--- src/sync_code_pkg.sv ---
// Shared constants and carrier types for the sync-code decoder.
// Assumes one pixel clock domain and an active-low asynchronous reset.
package sync_code_pkg;
  localparam int unsigned WORD_W = 12;
  localparam int unsigned FIFO_DEPTH = 8;
  localparam logic [11:0] ONES_12 = 12'hfff;
  localparam logic [11:0] ONES_10 = 12'h3ff;
  localparam logic [11:0] ZERO_WORD = 12'h000;
  localparam int unsigned TOP_BIT_10 = 9;
  localparam int unsigned TOP_BIT_12 = 11;
  localparam int unsigned BLANK_BIT_10 = 7;
  localparam int unsigned BLANK_BIT_12 = 9;
  localparam int unsigned END_BIT_10 = 6;
  localparam int unsigned END_BIT_12 = 8;
  localparam int unsigned PROT_LSB_10 = 2;
  localparam int unsigned PROT_LSB_12 = 4;
  localparam logic [3:0] PROT_00 = 4'h0;
  localparam logic [3:0] PROT_01 = 4'hd;
  localparam logic [3:0] PROT_10 = 4'hb;
  localparam logic [3:0] PROT_11 = 4'h6;
  localparam logic FV_RESET = 1'b0;
  localparam logic LV_RESET = 1'b0;

  typedef enum logic {
    ten_bit_pixel_format,
    twelve_bit_pixel_format
  } pixel_format_t;

  typedef struct packed {
    logic [WORD_W-1:0] pixel;
    logic frame_valid;
    logic line_valid;
  } pixel_beat_t;

  typedef struct packed {
    logic blanking;
    logic end_code;
    logic prot_ok;
  } code_flags_t;
endpackage

--- src/pixel_fifo.sv ---
// Small synchronous FIFO with valid/ready on both sides.
// Assumes one clock; depth is a power of two.
module pixel_fifo #(
  parameter int unsigned WIDTH = 14,
  parameter int unsigned DEPTH = 8
) (
  input wire logic core_clk,
  input wire logic rst_n,
  input wire logic [WIDTH-1:0] in_data,
  input wire logic in_valid,
  output logic in_ready,
  output logic [WIDTH-1:0] out_data,
  output logic out_valid,
  input wire logic out_ready
);
  localparam int unsigned AW = $clog2(DEPTH);
  logic [WIDTH-1:0] mem_q [DEPTH];
  logic [AW:0] wr_q, wr_d, rd_q, rd_d;
  logic push, pop;
  logic in_ready_q, in_ready_d;

  // Ready registered from the next pointer values
  always_comb begin
    in_ready = in_ready_q;
    out_valid = wr_q != rd_q;
    out_data = mem_q[rd_q[AW-1:0]];
    push = in_valid && in_ready;
    pop = out_valid && out_ready;
    wr_d = push ? wr_q + 1'b1 : wr_q;
    rd_d = pop ? rd_q + 1'b1 : rd_q;
    in_ready_d = (wr_d - rd_d) != (AW+1)'(DEPTH);
  end

  always_ff @(posedge core_clk or negedge rst_n) begin
    if (!rst_n) begin
      wr_q <= '0;
      rd_q <= '0;
      in_ready_q <= 1'b1;
    end else begin
      wr_q <= wr_d;
      rd_q <= rd_d;
      in_ready_q <= in_ready_d;
    end
  end

  always_ff @(posedge core_clk) begin
    if (push) begin
      mem_q[wr_q[AW-1:0]] <= in_data;
    end
  end
endmodule

--- src/sensor_sync_code_decoder.sv ---
// Sync-code decoder: finds start/end codes in aligned pixel words and
// produces frame-valid, line-valid and data-valid with the pixel bus.
// Assumes words arrive aligned, one per core_clk when word_valid is high.
// How it works
// Words are 10 or 12 bits wide as pixel_format selects, and the code layout follows that width.
// The sensor brackets each line's pixels with a start code before and an end code after.
// A code is four words: all ones, all zeros, all zeros, then a flag word.
// The blanking flag is bit 7 (10-bit) or bit 9 (12-bit) of the flag word; one means blanking.
// The end flag is bit 6 (10-bit) or bit 8 (12-bit); one is an end code, zero a start code.
// The sensor paces lines and frames by the sync pulses it is given.
// Four protection bits follow the flag pair per the fixed table, low bits zero, top bit one.
// Frame-valid spans active frames; line-valid rises on start and falls on end of active lines.
// Data-valid is high only in cycles when the pixel bus holds a pixel.
module sensor_sync_code_decoder
  import sync_code_pkg::*;
(
  input wire logic core_clk,
  input wire logic rst_n,
  input wire pixel_format_t pixel_format,
  input wire logic [WORD_W-1:0] word_in,
  input wire logic word_valid,
  output logic word_ready,
  input wire logic out_ready,
  output logic [WORD_W-1:0] pixel_out,
  output logic data_valid_out,
  output logic frame_valid_out,
  output logic line_valid_out,
  output logic code_error
);
  typedef enum logic [1:0] {
    seek_ones,
    seek_zero_a,
    seek_zero_b,
    seek_flags
  } code_state_t;

  code_state_t state_q, state_d;
  logic fv_q, fv_d, lv_q, lv_d, err_q, err_d;
  logic [WORD_W-1:0] word_m;
  logic is_ones, is_zero;
  code_flags_t flags;
  pixel_beat_t beat_in, beat_out;
  logic fifo_in_valid, fifo_in_ready, fifo_out_valid;
  logic [WORD_W-1:0] pend_q [3];
  logic [WORD_W-1:0] pend_d [3];
  logic [1:0] pend_n_q, pend_n_d;
  logic [WORD_W-1:0] pix_q, pix_d;
  logic dv_q, dv_d, fv_o_q, fv_o_d, lv_o_q, lv_o_d;

  // Protection nibble expected for a flag pair
  function automatic logic [3:0] prot_for(input logic blank, input logic fin);
    case ({blank, fin})
      2'b00: prot_for = PROT_00;
      2'b01: prot_for = PROT_01;
      2'b10: prot_for = PROT_10;
      default: prot_for = PROT_11;
    endcase
  endfunction

  // Extract flags and check the flag word layout
  function automatic code_flags_t decode_flags(input logic [WORD_W-1:0] w,
                                               input pixel_format_t fmt);
    code_flags_t f;
    f = '0;
    if (fmt == ten_bit_pixel_format) begin
      f.blanking = w[BLANK_BIT_10];
      f.end_code = w[END_BIT_10];
      f.prot_ok = w[TOP_BIT_10] && (w[1:0] == 2'b00) &&
        (w[PROT_LSB_10 +: 4] == prot_for(f.blanking, f.end_code));
    end else begin
      f.blanking = w[BLANK_BIT_12];
      f.end_code = w[END_BIT_12];
      f.prot_ok = w[TOP_BIT_12] && (w[3:0] == 4'h0) &&
        (w[PROT_LSB_12 +: 4] == prot_for(f.blanking, f.end_code));
    end
    decode_flags = f;
  endfunction

  always_comb begin
    word_m = (pixel_format == ten_bit_pixel_format) ? (word_in & ONES_10) : word_in;
    is_ones = (pixel_format == ten_bit_pixel_format) ? (word_m == ONES_10)
                                                     : (word_m == ONES_12);
    is_zero = word_m == ZERO_WORD;
    flags = decode_flags(word_m, pixel_format);
  end

  // Accept a word only when the FIFO can take any pixel it may release
  assign word_ready = fifo_in_ready;

  // Code search; candidate code words are held back from the pixel stream;
  // a break at the second word releases only the held ones word, a break at the third drops them all.
  always_comb begin
    state_d = state_q;
    fv_d = fv_q;
    lv_d = lv_q;
    err_d = 1'b0;
    pend_d = pend_q;
    pend_n_d = pend_n_q;
    fifo_in_valid = 1'b0;
    beat_in.pixel = word_m;
    beat_in.frame_valid = fv_q;
    beat_in.line_valid = lv_q;
    if (word_valid && word_ready) begin
      case (state_q)
        seek_ones: begin
          if (is_ones) begin
            state_d = seek_zero_a;
            pend_d[0] = word_m;
            pend_n_d = 2'd1;
          end else begin
            fifo_in_valid = lv_q;
          end
        end
        seek_zero_a: begin
          if (is_zero) begin
            state_d = seek_zero_b;
            pend_d[1] = word_m;
            pend_n_d = 2'd2;
          end else begin
            state_d = seek_ones;
            pend_n_d = 2'd0;
            beat_in.pixel = pend_q[0];
            fifo_in_valid = lv_q;
            err_d = 1'b1;
          end
        end
        seek_zero_b: begin
          if (is_zero) begin
            state_d = seek_flags;
            pend_n_d = 2'd3;
          end else begin
            state_d = seek_ones;
            pend_n_d = 2'd0;
            err_d = 1'b1;
          end
        end
        default: begin
          state_d = seek_ones;
          pend_n_d = 2'd0;
          if (flags.prot_ok) begin
            // Active start opens line and frame; blanking code closes frame
            if (flags.blanking) begin
              fv_d = 1'b0;
              lv_d = 1'b0;
            end else if (!flags.end_code) begin
              fv_d = 1'b1;
              lv_d = 1'b1;
            end else begin
              lv_d = 1'b0;
            end
          end else begin
            err_d = 1'b1;
          end
        end
      endcase
    end
  end

  pixel_fifo #(
    .WIDTH($bits(pixel_beat_t)),
    .DEPTH(FIFO_DEPTH)
  ) u_fifo (
    .core_clk(core_clk),
    .rst_n(rst_n),
    .in_data(beat_in),
    .in_valid(fifo_in_valid),
    .in_ready(fifo_in_ready),
    .out_data(beat_out),
    .out_valid(fifo_out_valid),
    .out_ready(out_ready)
  );

  // Registered output stage; pixel holds last value when idle
  always_comb begin
    pix_d = pix_q;
    dv_d = fifo_out_valid && out_ready;
    fv_o_d = fv_q;
    lv_o_d = lv_q;
    if (fifo_out_valid && out_ready) begin
      pix_d = beat_out.pixel;
      fv_o_d = beat_out.frame_valid;
      lv_o_d = beat_out.line_valid;
    end else if (fifo_out_valid) begin
      fv_o_d = fv_o_q;
      lv_o_d = lv_o_q;
    end
  end

  always_ff @(posedge core_clk or negedge rst_n) begin
    if (!rst_n) begin
      state_q <= seek_ones;
      fv_q <= FV_RESET;
      lv_q <= LV_RESET;
      err_q <= 1'b0;
      pend_n_q <= 2'd0;
      pend_q[0] <= ZERO_WORD;
      pend_q[1] <= ZERO_WORD;
      pend_q[2] <= ZERO_WORD;
      pix_q <= ZERO_WORD;
      dv_q <= 1'b0;
      fv_o_q <= FV_RESET;
      lv_o_q <= LV_RESET;
    end else begin
      state_q <= state_d;
      fv_q <= fv_d;
      lv_q <= lv_d;
      err_q <= err_d;
      pend_n_q <= pend_n_d;
      pend_q <= pend_d;
      pix_q <= pix_d;
      dv_q <= dv_d;
      fv_o_q <= fv_o_d;
      lv_o_q <= lv_o_d;
    end
  end

  assign pixel_out = pix_q;
  assign data_valid_out = dv_q;
  assign frame_valid_out = fv_o_q;
  assign line_valid_out = lv_o_q;
  assign code_error = err_q;
endmodule

--- config.mk ---
export PLATFORM = sky130hd
export DESIGN_NAME = sensor_sync_code_decoder
export DESIGN_NICKNAME = d
export VERILOG_FILES = /design/src/sync_code_pkg.sv /design/src/pixel_fifo.sv /design/src/sensor_sync_code_decoder.sv
export SDC_FILE = /design/constraint.sdc
export NUM_CORES = 1
export LEC_CHECK = 0
export BUFFER_PORTS_ARGS = -buffer_cell sky130_fd_sc_hd__buf_4
export CAP_MARGIN = 20
export CORE_MARGIN = 1
export CORE_UTILIZATION = 45
export DETAILED_ROUTE_END_ITERATION = 10
export PLACE_DENSITY_LB_ADDON = 0.1
export SYNTH_ARGS = -nofsm -noshare
export SYNTH_HDL_FRONTEND = slang
export SYNTH_HIERARCHICAL = 1
export SYNTH_SLANG_ARGS = --single-unit
--- constraint.sdc ---
create_clock -name core_clk -period 8 [get_ports core_clk]
set_input_delay 1.6 -clock core_clk [delete_from_list [all_inputs] [get_ports core_clk]]
set_output_delay 1.6 -clock core_clk [all_outputs]
set_load 0.1 [all_outputs]
After elaboration in Yosys (flattened, before gate mapping)
Memory sizes are Yosys's and may differ from the RTL's.
Index checks and enable logic that the tools add are counted.
{"block": "word_totals", "ff_bits": 41, "ram_bits": 112, "inputBits": 17, "output_inout_bits": 17, "wordCells": 85, "n_memories": 1}
{"block": "op_classes", "n_addsub": 3, "eq_ne": 15, "mux": 34, "bitwise_logic": 1, "reduce_logical": 19}
{"memory": "u_fifo.mem_q", "depth": 8, "width": 14, "rd": 1, "rd_clocked_by_memory_dff": 0, "wr": 1, "line_no": "pixel_fifo.sv:17", "rtl": "logic [WIDTH-1:0] mem_q [DEPTH];"}
{"op": "12-bit two-way mux", "count": 4}
{"op": "4-bit one-hot mux with 3 select lines", "count": 2}
{"op": "1-bit two-way mux", "count": 17}
{"op": "4-bit two-way mux", "count": 4}
{"op": "12-bit by 10-bit equality test with 1-bit output, second input constant", "count": 1}
{"op": "12-bit equality test, second input constant", "count": 1}
{"op": "12-bit logical NOT", "count": 1}
{"op": "4-bit by 1-bit adder with 4-bit output, second input constant", "count": 2}
{"op": "4-bit equality test", "count": 2}
{"op": "2-bit logical NOT", "count": 4}
{"op": "1-bit logical AND", "count": 7}
{"op": "2-bit by 1-bit equality test with 1-bit output, second input constant", "count": 3}
{"op": "2-bit equality test, second input constant", "count": 3}
{"op": "2-bit two-way mux", "count": 3}
{"op": "2-bit one-hot mux with 3 select lines", "count": 1}
{"op": "3-bit AND reduction", "count": 2}
{"op": "4-bit logical NOT", "count": 1}
{"op": "2-bit by 1-bit inequality test with 1-bit output, second input constant", "count": 2}
{"op": "4-bit inequality test", "count": 1}
{"op": "4-bit inequality test, second input constant", "count": 1}
{"op": "1-bit one-hot mux with 2 select lines", "count": 2}
{"op": "4-bit AND reduction", "count": 1}
{"op": "4-bit subtractor", "count": 1}
{"op": "3-bit two-way mux", "count": 1}
{"op": "5 further kinds", "count": 5}

Logic depth before layout (Yosys ltp)
Gate-level depths: netlist of the first run.
{"block": "depth", "word_depth": 10, "mapped_depth": 15, "depth_no_buf": 14}

Hierarchy
The synthesis of the first run kept the hierarchy.
{"module": "pixel_fifo", "n_inst": 1, "cells_per_inst": 225, "area_each_um2": 4828.4, "seq_area_each_um2": 3589.7}
{"module": "sensor_sync_code_decoder", "n_inst": 1, "cells_per_inst": 173, "area_each_um2": 1849.3, "seq_area_each_um2": 800.8}

Worst setup path after synthesis of the first run
No wires, ideal clock.
{"block": "synth_path", "path_kind": "input to register", "startpoint": "input word_in[9]", "endpoint": "memory u_fifo.mem_q[0][0], enable pin", "setup_time_ns": 0.403, "arrival_ns": 4.118, "required_ns": 7.597, "path_slack_ns": 3.479, "cell_stages": 10, "path_buffers": 1, "path_cell_list": "inv_1 ha_1 nor4bb_1 and4_1 buf_6 nand2b_1 a21oi_1 nand2_1 or2_2 nor3_1"}
{"block": "synth_between", "elab_chain_len": 9, "elab_cells_between_ends": 12, "classes_between": "eq/ne: 2; mux: 8; reduce/logical: 2"}
{"element": "from (decl)", "line_no": "sensor_sync_code_decoder.sv:20", "rtl": "input wire logic [WORD_W-1:0] word_in,"}
{"element": "12-bit two-way mux (*)", "line_no": "sensor_sync_code_decoder.sv:80", "rtl": "word_m = (pixel_format == ten_bit_pixel_format) ? (word_in & ONES_10) : word_in;"}
{"element": "12-bit by 10-bit equality test with 1-bit output / 12-bit equality test (equally long branches)", "line_no": "sensor_sync_code_decoder.sv:81, sensor_sync_code_decoder.sv:82"}
{"element": "1-bit two-way mux", "line_no": "sensor_sync_code_decoder.sv:81", "rtl": "is_ones = (pixel_format == ten_bit_pixel_format) ? (word_m == ONES_10)"}
{"element": "1-bit two-way mux", "line_no": "sensor_sync_code_decoder.sv:106", "rtl": "if (is_ones) begin"}
{"element": "1-bit one-hot mux with 2 select lines (*)", "line_no": "sensor_sync_code_decoder.sv:104", "rtl": "case (state_q)"}
{"element": "1-bit two-way mux (*)", "line_no": "sensor_sync_code_decoder.sv:103", "rtl": "if (word_valid && word_ready) begin"}
{"element": "net fifo_in_valid", "line_no": "sensor_sync_code_decoder.sv:43", "rtl": "logic fifo_in_valid, fifo_in_ready, fifo_out_valid;"}
{"element": "1-bit logical AND (*)", "line_no": "pixel_fifo.sv:27", "rtl": "push = in_valid && in_ready;"}
{"element": "1-bit two-way mux (*)", "line_no": "pixel_fifo.sv:47", "rtl": "if (push) begin"}
{"element": "1-bit two-way mux (implied by the code) (*)", "line_no": "pixel_fifo.sv:48", "rtl": "mem_q[wr_q[AW-1:0]] <= in_data;"}
{"element": "to (decl)", "line_no": "pixel_fifo.sv:17"}
The timed path passes the listed nets; every way through them passes the cells marked *.

Worst setup path after layout of the first run
{"block": "layout_path", "startpoint": "input word_in[9]", "endpoint": "register u_fifo.in_ready_q, in the netlist u_fifo/in_ready"}
{"block": "layout_between", "elab_chain_len": 10, "elab_cells_between_ends": 13, "classes_between": "add/sub: 1; eq/ne: 3; mux: 7; reduce/logical: 2"}
{"element": "12-bit two-way mux (*)", "line_no": "sensor_sync_code_decoder.sv:80"}
{"element": "12-bit by 10-bit equality test with 1-bit output / 12-bit equality test (equally long branches)", "line_no": "sensor_sync_code_decoder.sv:81, sensor_sync_code_decoder.sv:82"}
{"element": "1-bit two-way mux", "line_no": "sensor_sync_code_decoder.sv:81"}
{"element": "1-bit two-way mux", "line_no": "sensor_sync_code_decoder.sv:106"}
{"element": "1-bit one-hot mux with 2 select lines (*)", "line_no": "sensor_sync_code_decoder.sv:104"}
{"element": "1-bit two-way mux (*)", "line_no": "sensor_sync_code_decoder.sv:103"}
{"element": "net fifo_in_valid", "line_no": "sensor_sync_code_decoder.sv:43"}
{"element": "1-bit logical AND (*)", "line_no": "pixel_fifo.sv:27"}
{"element": "4-bit two-way mux (*)", "line_no": "pixel_fifo.sv:29", "rtl": "wr_d = push ? wr_q + 1'b1 : wr_q;"}
{"element": "net u_fifo.wr_d[1]", "line_no": "pixel_fifo.sv:18", "rtl": "logic [AW:0] wr_q, wr_d, rd_q, rd_d;"}
{"element": "4-bit subtractor (*)", "line_no": "pixel_fifo.sv:31", "rtl": "in_ready_d = (wr_d - rd_d) != (AW+1)'(DEPTH);"}
{"element": "4-bit inequality test (*)", "line_no": "pixel_fifo.sv:31"}
{"element": "net u_fifo.in_ready_d", "line_no": "pixel_fifo.sv:20", "rtl": "logic in_ready_q, in_ready_d;"}
{"element": "to (signal assigned)", "line_no": "pixel_fifo.sv:42", "rtl": "in_ready_q <= in_ready_d;"}
{"element": "to (decl)", "line_no": "pixel_fifo.sv:20"}
Marked as above.
A chain may end at the register's enable or synchronous reset.

==> results of run 1 <==
[area by class of cell]
type                       count  area, um^2
clock buffer                  27         463
clock inverter                 5        73.8
fill                        1173        6840
inverter                      16        60.1
multi-input combinational    212        2110
sequential                   153        4390
tap                          184         230
timing repair buffer          40         313
[flip-flops by register name, indices dropped and copies added, names as in the netlist]
register / cells
u_fifo/in_ready: 1
code_error: 1
line_valid_out: 1
u_fifo/wr_q: 4
pend_q: 12
u_fifo/rd_q: 4
state_q: 2
data_valid_out: 1
fv_q: 1
u_fifo/mem_q: 112
pixel_out: 12
lv_q: 1
frame_valid_out: 1
[layer usage]
layer  global-route usage  part of all wire
met4               0.0602             0.011
met3               0.0458             0.030
met1                0.245              0.46
met2                0.305              0.50
met5                    0                 0
[path summary, 6_finish.rpt]
path,endpoint,slack [ns],cells after the start
max,u_fifo/in_ready,3.84,14
min,pend_q[29],0.47,1
max reg2reg,u_fifo/in_ready,5.13,8
min reg2reg,pend_q[29],0.47,1
max in group asynchronous,u_fifo/rd_q[0],6.36,1
min in group asynchronous,pixel_out[4],1.20,1
[critical path, stage by stage]
cell and delay (ns):
buf_4 0.13, inv_1 0.14, ha_1 0.16, nor4bb_1 0.31, and4_1 0.39, nand2b_1 0.14
a21oi_1 0.10, nand2_1 0.14, mux2_2 0.37, ha_1 0.30, a21oi_1 0.22, nor4bb_1 0.29
o21ai_1 0.10, o21a_1 0.12
[power breakdown]
part	internal (mW)	leakage, nW	total, mW	switching [mW]
logic	0.406	1.08	1.04	0.636
clock network	0.457	0.259	0.744	0.287
registers	1.02	1.45	1.12	0.104
[cells in the final DEF, fill, tap and decap left out, types with 6 or more instances in the layout]
cell type and instances:
a21oi_1 8, buf_4 39, clkbuf_1 10, clkbuf_16 17, dfrtp_1 39, edfxtp_1 112
ha_1 19, inv_1 16, mux2_2 36, mux4_2 28, nand2_1 22, nor2_1 10
o21ai_0 6, or2_2 7, xnor2_1 6, xor2_1 7
[cells by family after synthesis]
logic type	share of synthesized area
buffers and inverters	0.0298
flip-flops	0.657
adder cells (fa/ha/maj)	0.0356
AO/OA/AOI/OAI	0.0272
XOR/XNOR	0.0195
multiplexers	0.167
AND/OR/NAND/NOR	0.0633
==> impl_metrics.tcl, run 1 <==
set metrics [dict create \
    status "completed" \
    cts.sinks 153 \
    grt_pass1_vias 3598 \
    htreeDepth 4 \
    rows 44 \
    drive_above_1_share 0.318 \
    final_util 0.528 \
    fmax_mhz 240 \
    cp.required_ns 8.34 \
    cp-startpoint "word_in[9]" \
    place_ws_ns 3.46 \
    hp-class "reg -> reg" \
    cts-buffers-inserted 17 \
    ys_warn_count 6 \
    die_h_um 124 \
    finalNonFillerCells 637 \
    num_vias 3470 \
    tritoncts "built" \
    setup_viol 0 \
    synth_top_area_frac 0.504 \
    synth-main-ff-cell "edfxtp_1" \
    ys_seq_elements 153 \
    drv_cap 0 \
    cts_resized 0 \
    dp_hpwl_um 8290 \
    dieArea_mm2 0.0153 \
    pin_count 34 \
    grt_pass1_wl_um 20000 \
    fin_setup_tns_ns 0 \
    skew_ns 0.00615 \
    syn_inst 398 \
    crit_arrival_ns 4.51 \
    synth.distinct_cells 51 \
    critical_path.max_fanout 7 \
    yosys-top-cells-area "edfxtp_1, dfrtp_1, mux4_2" \
    wl_per_cell_um 20.2 \
    rsz0062_at_grt "no" \
    synth_most_common_cell "edfxtp_1" \
    leakagePower_nw 2.79 \
    start_util 0.461 \
    syn_area_mm2 0.00668 \
    die_w_um 124 \
    power_density_mw_per_mm2 380 \
    drt_wl_total_um 12900 \
    grt_max_degree 42 \
    synth_largest_area_cell "edfxtp_1" \
    r2r-start "u_fifo/rd_q[2]" \
    drt_iter0_drc 235 \
    nets 476 \
    firstDrtPassIters 5 \
    setup_ws_ns 3.84 \
    core_mm2 0.0145 \
    drv_slew 0 \
    holdWs_ns 0.467 \
    ir_drop_mv 0.152 \
    slew_headroom 0.265 \
    finalPower_mw 2.91 \
    ant_nets 0 \
    grt_use_total 0.187 \
    async_flop_share 0.268 \
    place_area_mm2 0.00710 \
    root_buffer "clkbuf_16" \
    max-clock-path-buffers 2 \
    synth_edf_count 112 \
    clkTransAtPathRegs_ns 0.05 \
    hold_viol_final 0 \
    diodes 0 \
    final_area_mm2 0.00764 \
    place_inst 605 \
    syn_to_final_growth_pct 14.4 \
    cts_setup_buffers 0 \
    hold_start "pend_q[29]" \
    drc_errors 0 \
    end_kind "register" \
    grt_overflow 0 \
    min_period_over_period 0.520 \
    start_kind "primary input" \
    finalCriticalPeriod_ns 4.16 \
    synth_commonest_cells "edfxtp_1, dfrtp_1, mux2_2" \
    crit_type "in -> reg" \
    antenna_found_initial 0 \
    gp_congestion 0.853 \
    port_buffers 33 \
    seq_area_frac_synth 0.657 \
    insertion_delay_ns 0.42 \
    cts_hold_buf 0 \
    avgSynthCellArea_um2 16.8 \
    synth_nets 434 \
    viasPerCell 5.45 \
    worstMarginPinSlew_ns 1.10 \
]
(Power assumes the default switching activity.)
==> inputs of run 2 (changes only) <==
==> constraint.sdc (replaced) <==
create_clock -name core_clk -period 3.9 [get_ports core_clk]
set_input_delay 0.78 -clock core_clk [delete_from_list [all_inputs] [get_ports core_clk]]
set_output_delay 0.78 -clock core_clk [all_outputs]
set_load 0.1 [all_outputs]
==> impl_metrics.tcl, run 2 (synthesized netlist as in run 1, its figures left out) <==
set metrics [dict create \
    status "completed" \
    crit_type "in -> reg" \
    grt_max_degree 42 \
    die_w_um 124 \
    viasPerCell 5.47 \
    grt_overflow 0 \
    dp_hpwl_um 8030 \
    port_buffers 33 \
    grt_use_total 0.193 \
    critPathSlowestCell "mux2_2" \
    drv_slew 0 \
    core_mm2 0.0145 \
    finalPower_mw 6.06 \
    antenna_found_initial 0 \
    hp-class "in -> async" \
    htreeDepth 4 \
    ant_nets 0 \
    final_common_cell "edfxtp_1" \
    cts.sinks 153 \
    wl_per_cell_um 20.2 \
    holdWs_ns 0.358 \
    critical_path.max_fanout 6 \
    die_h_um 124 \
    rows 44 \
    nets 483 \
    gp_congestion 0.844 \
    fin_setup_tns_ns 0 \
    syn_to_final_growth_pct 15.6 \
    hold_viol_final 0 \
    num_vias 3525 \
    leakagePower_nw 2.84 \
    setup_ws_ns 0.763 \
    cp.required_ns 4.26 \
    end_kind "register" \
    crit_chain "buf_4 -> inv_1 -> ha_1 -> nor4bb_1 -> and4_1 -> nand2b_1 -> a21oi_1 -> nand2_1 -> mux2_2 -> ha_1 -> a21oi_1 -> nor4bb_1 -> o21ai_1 -> o21a_1" \
    dieArea_mm2 0.0153 \
    cts_resized 0 \
    firstDrtPassIters 4 \
    final_area_mm2 0.00772 \
    worstMarginPinSlew_ns 0.973 \
    grt_pass1_vias 3647 \
    drt_iter0_drc 268 \
    clkTransAtPathRegs_ns 0.06 \
    cts-buffers-inserted 17 \
    drt_wl_total_um 13000 \
    start_kind "primary input" \
    min_period_over_period 0.804 \
    root_buffer "clkbuf_16" \
    ir_drop_mv 0.387 \
    insertion_delay_ns 0.43 \
    max-clock-path-buffers 2 \
    crit_arrival_ns 3.50 \
    cp_slowest_stage_delay_ns 0.36 \
    place_area_mm2 0.00713 \
    grt_pass1_wl_um 20400 \
    final_cell_mix "edfxtp_1, buf_4, dfrtp_1, mux2_2, mux4_2" \
    drive_above_1_share 0.341 \
    place_ws_ns 0.349 \
    filler_cell_count 1188 \
    power_density_mw_per_mm2 785 \
    slew_headroom 0.344 \
    diodes 0 \
    finalCriticalPeriod_ns 3.14 \
    largest_reg_flops 112 \
    cts_hold_buf 0 \
    drc_errors 0 \
    drv_cap 0 \
    setup_viol 0 \
    fmax_mhz 319 \
    start_util 0.461 \
    pin_count 34 \
    skew_ns 0.00459 \
    rsz0062_at_grt "no" \
    tritoncts "built" \
    cts_setup_buffers 0 \
]
==> run 2: final cells by class <==
type                    instances  area, um^2  area share
clock buffers                  18         429      0.0556
inverters                      16        60.1     0.00778
multi-input cells             212        2100       0.272
well taps                     184         230      0.0298
flip-flops and latches        153        4390       0.569
repair buffers                 47         353      0.0457
clock inverters                14         156      0.0203
==> run 2: per-stage QoR <==
stage | util | cells
floorplan | - | 398
finish | 0.533 | 644
global placement | 0.493 | 612
CTS | 0.533 | 644
global route | 0.533 | 644
detailed placement | 0.493 | 612
==> run 2: critical path, delay by kind of cell <==
kind,cells,cell delay (ns)
AO/OA/AOI/OAI,4,0.52
AND/OR/NAND/NOR,5,1.11
multiplexers,1,0.36
adder cells (fa/ha/maj),2,0.45
buffers and inverters,2,0.28
==> run 2: worst paths after layout <==
kind                                  from               to  slack, ns  cells after the start
min in group core_clk           pend_q[24]       pend_q[24]       0.46                      1
max reg2reg                u_fifo/in_ready  u_fifo/in_ready       1.25                     10
max in group asynchronous            rst_n   u_fifo/rd_q[0]       3.08                      1
min                                  rst_n     pixel_out[5]       0.36                      1
min reg2reg                     pend_q[24]       pend_q[24]       0.46                      1
max                             word_in[9]  u_fifo/in_ready       0.76                     14
==> run 2: per-layer routing <==
| metal | GRT usage | vias to the layer above | wire length (um) |
|---|---|---|---|
| met3 | 0.0476 | 16 | 367 |
| met5 | 0 | - | 0 |
| li1 | - | 1619 | - |
| met1 | 0.261 | 1829 | 6220 |
| met2 | 0.298 | 61 | 6200 |
| met4 | 0.0768 | 0 | 233 |
==> run 2: power by group <==
part	switching [mW]	leakage [nW]	internal, mW
clock	0.637	0.277	0.995
combinational	1.36	1.11	0.832
sequential	0.147	1.45	2.08
==> inputs of run 3 (changes only) <==
==> constraint.sdc (replaced) <==
create_clock -name core_clk -period 3.2 [get_ports core_clk]
set_input_delay 0.64 -clock core_clk [delete_from_list [all_inputs] [get_ports core_clk]]
set_output_delay 0.64 -clock core_clk [all_outputs]
set_load 0.1 [all_outputs]
==> impl_metrics.tcl, run 3 (synthesized netlist as in run 1, its figures left out) <==
set metrics [dict create \
    gp_congestion 0.845 \
    clkPwrFrac 0.281 \
    port_buffers 33 \
    slew_headroom 0.406 \
    grt_overflow 0 \
    cts_resized 0 \
    end_kind "register" \
    worstMarginPinSlew_ns 0.882 \
    grt_pass1_wl_um 20200 \
    switching_share 0.346 \
    clkTransAtPathRegs_ns 0.06 \
    status "completed" \
    max-clock-path-buffers 2 \
    root_buffer "clkbuf_16" \
    grt_use_total 0.189 \
    grt_max_degree 42 \
    cp_slowest_stage_delay_ns 0.35 \
    tritoncts "built" \
    viasPerCell 5.38 \
    rsz0062_at_grt "no" \
    finalCriticalPeriod_ns 2.76 \
    final_common_cell "edfxtp_1" \
    fmax_mhz 362 \
    dp_hpwl_um 8350 \
    place_inst 621 \
    drc_errors 0 \
    core_mm2 0.0145 \
    cts-buffers-inserted 17 \
    num_vias 3512 \
    final_cell_mix "edfxtp_1, buf_4, dfrtp_1, mux2_2, mux4_2" \
    crit_arrival_ns 3.11 \
    final_util 0.542 \
    die_w_um 124 \
    cts_hold_buf 0 \
    cts_setup_buffers 0 \
    antenna_found_initial 0 \
    hold_viol_final 0 \
    ant_nets 0 \
    critical_path.max_fanout 5 \
    ir_drop_mv 0.369 \
    fin_setup_tns_ns 0 \
    power_frac_comb 0.361 \
    insertion_delay_ns 0.42 \
    wl_per_cell_um 20.0 \
    finalNonFillerCells 653 \
    skew_ns 0.00563 \
    syn_to_final_growth_pct 17.5 \
    firstDrtPassIters 4 \
    drt_iter0_drc 274 \
    place_ws_ns -0.0166 \
    cp.required_ns 3.55 \
    leakagePower_nw 2.92 \
    grt_pass1_vias 3692 \
    start_util 0.461 \
    filler_cell_count 1159 \
    crit_chain "buf_4 -> inv_1 -> ha_1 -> nor4bb_1 -> and4_1 -> nand2b_1 -> a21oi_1 -> nand2_1 -> mux2_2 -> ha_1 -> a21oi_1 -> nor4bb_1 -> o21ai_1 -> o21a_1" \
    critPathSlowestCell "mux2_2" \
    seq_power_share 0.358 \
    register_area_mm2 0.00439 \
    crit_type "in -> reg" \
    setup_viol 0 \
    rows 44 \
    multi_input_area_mm2 0.00210 \
    r2r-start "u_fifo/in_ready" \
    min_period_over_period 0.863 \
    drv_cap 0 \
    cp-startpoint "word_in[9]" \
    pin_count 34 \
    finalPower_mw 7.54 \
    drt_wl_total_um 13000 \
    start_kind "primary input" \
    hp-class "in -> async" \
    drive_above_1_share 0.358 \
    largest_reg_flops 112 \
    nets 492 \
    power_density_mw_per_mm2 961 \
    dieArea_mm2 0.0153 \
    setup_ws_ns 0.438 \
    p_int_mw 4.93 \
    diodes 0 \
    htreeDepth 4 \
    p_switching_mw 2.61 \
    drv_slew 0 \
    cts.sinks 153 \
    die_h_um 124 \
]
==> run 3: changes by cell type in the layout (fill, tap and decap cells not counted), sizes merged <==
cell,change
clkinvlp,-3
buf,+9
clkbuf,+3
inv,+1
clkinv,-2
bufinv,+1
==> run 3: metrics by stage <==
step / cell area [um^2] / hold WS, ns
5_1_grt: 7850 / 0.269
6_report: 7850 / 0.231
2_1_floorplan: 6690 / 0.344
4_1_cts: 7850 / 0.242
3_5_place_dp: 7220 / 0.448
3_3_place_gp: 7220 / 0.446
==> run 3: cell type report <==
class,count,share of cell area
clock inverter,11,0.0215
timing repair buffer,56,0.0552
multi-input combinational,212,0.268
clock buffer,21,0.0587
tap,184,0.0293
inverter,16,0.00766
sequential,153,0.560
==> run 3: worst paths after layout <==
check                             endpoint  slack, ns  cells after the start
max                        u_fifo/in_ready       0.44                     14
min in group core_clk           pend_q[24]       0.46                      1
min                           pixel_out[5]       0.23                      1
max reg2reg                u_fifo/in_ready       0.75                     10
max in group asynchronous   u_fifo/rd_q[0]       2.54                      1
min reg2reg                     pend_q[24]       0.46                      1
==> run 3: power groups by stage <==
stage / clock [mW] / sequential, mW / combinational [mW]
3_3_place_gp: 0 / 2.73 / 2.72
5_1_grt: 2.22 / 2.74 / 2.94
3_5_place_dp: 0 / 2.74 / 2.76
2_1_floorplan: 0 / 3.34 / 1.54
4_1_cts: 2.15 / 2.71 / 2.77
6_report: 2.12 / 2.70 / 2.72
==> run 3: per-layer routing <==
layer / GRT usage / wire [um] / vias up
met4: 0.0791 / 149 / 0
met3: 0.0394 / 382 / 12
met5: 0 / 0 / -
met2: 0.303 / 6430 / 60
met1: 0.251 / 6070 / 1794
li1: - / - / 1646
==> run 3: worst max-delay path, delay by kind of cell <==
family | cells | cell delay, ns
simple gates | 5 | 1.00
compound gates | 4 | 0.49
fa+ha+maj | 2 | 0.43
mux | 1 | 0.35
buf+inv | 2 | 0.20
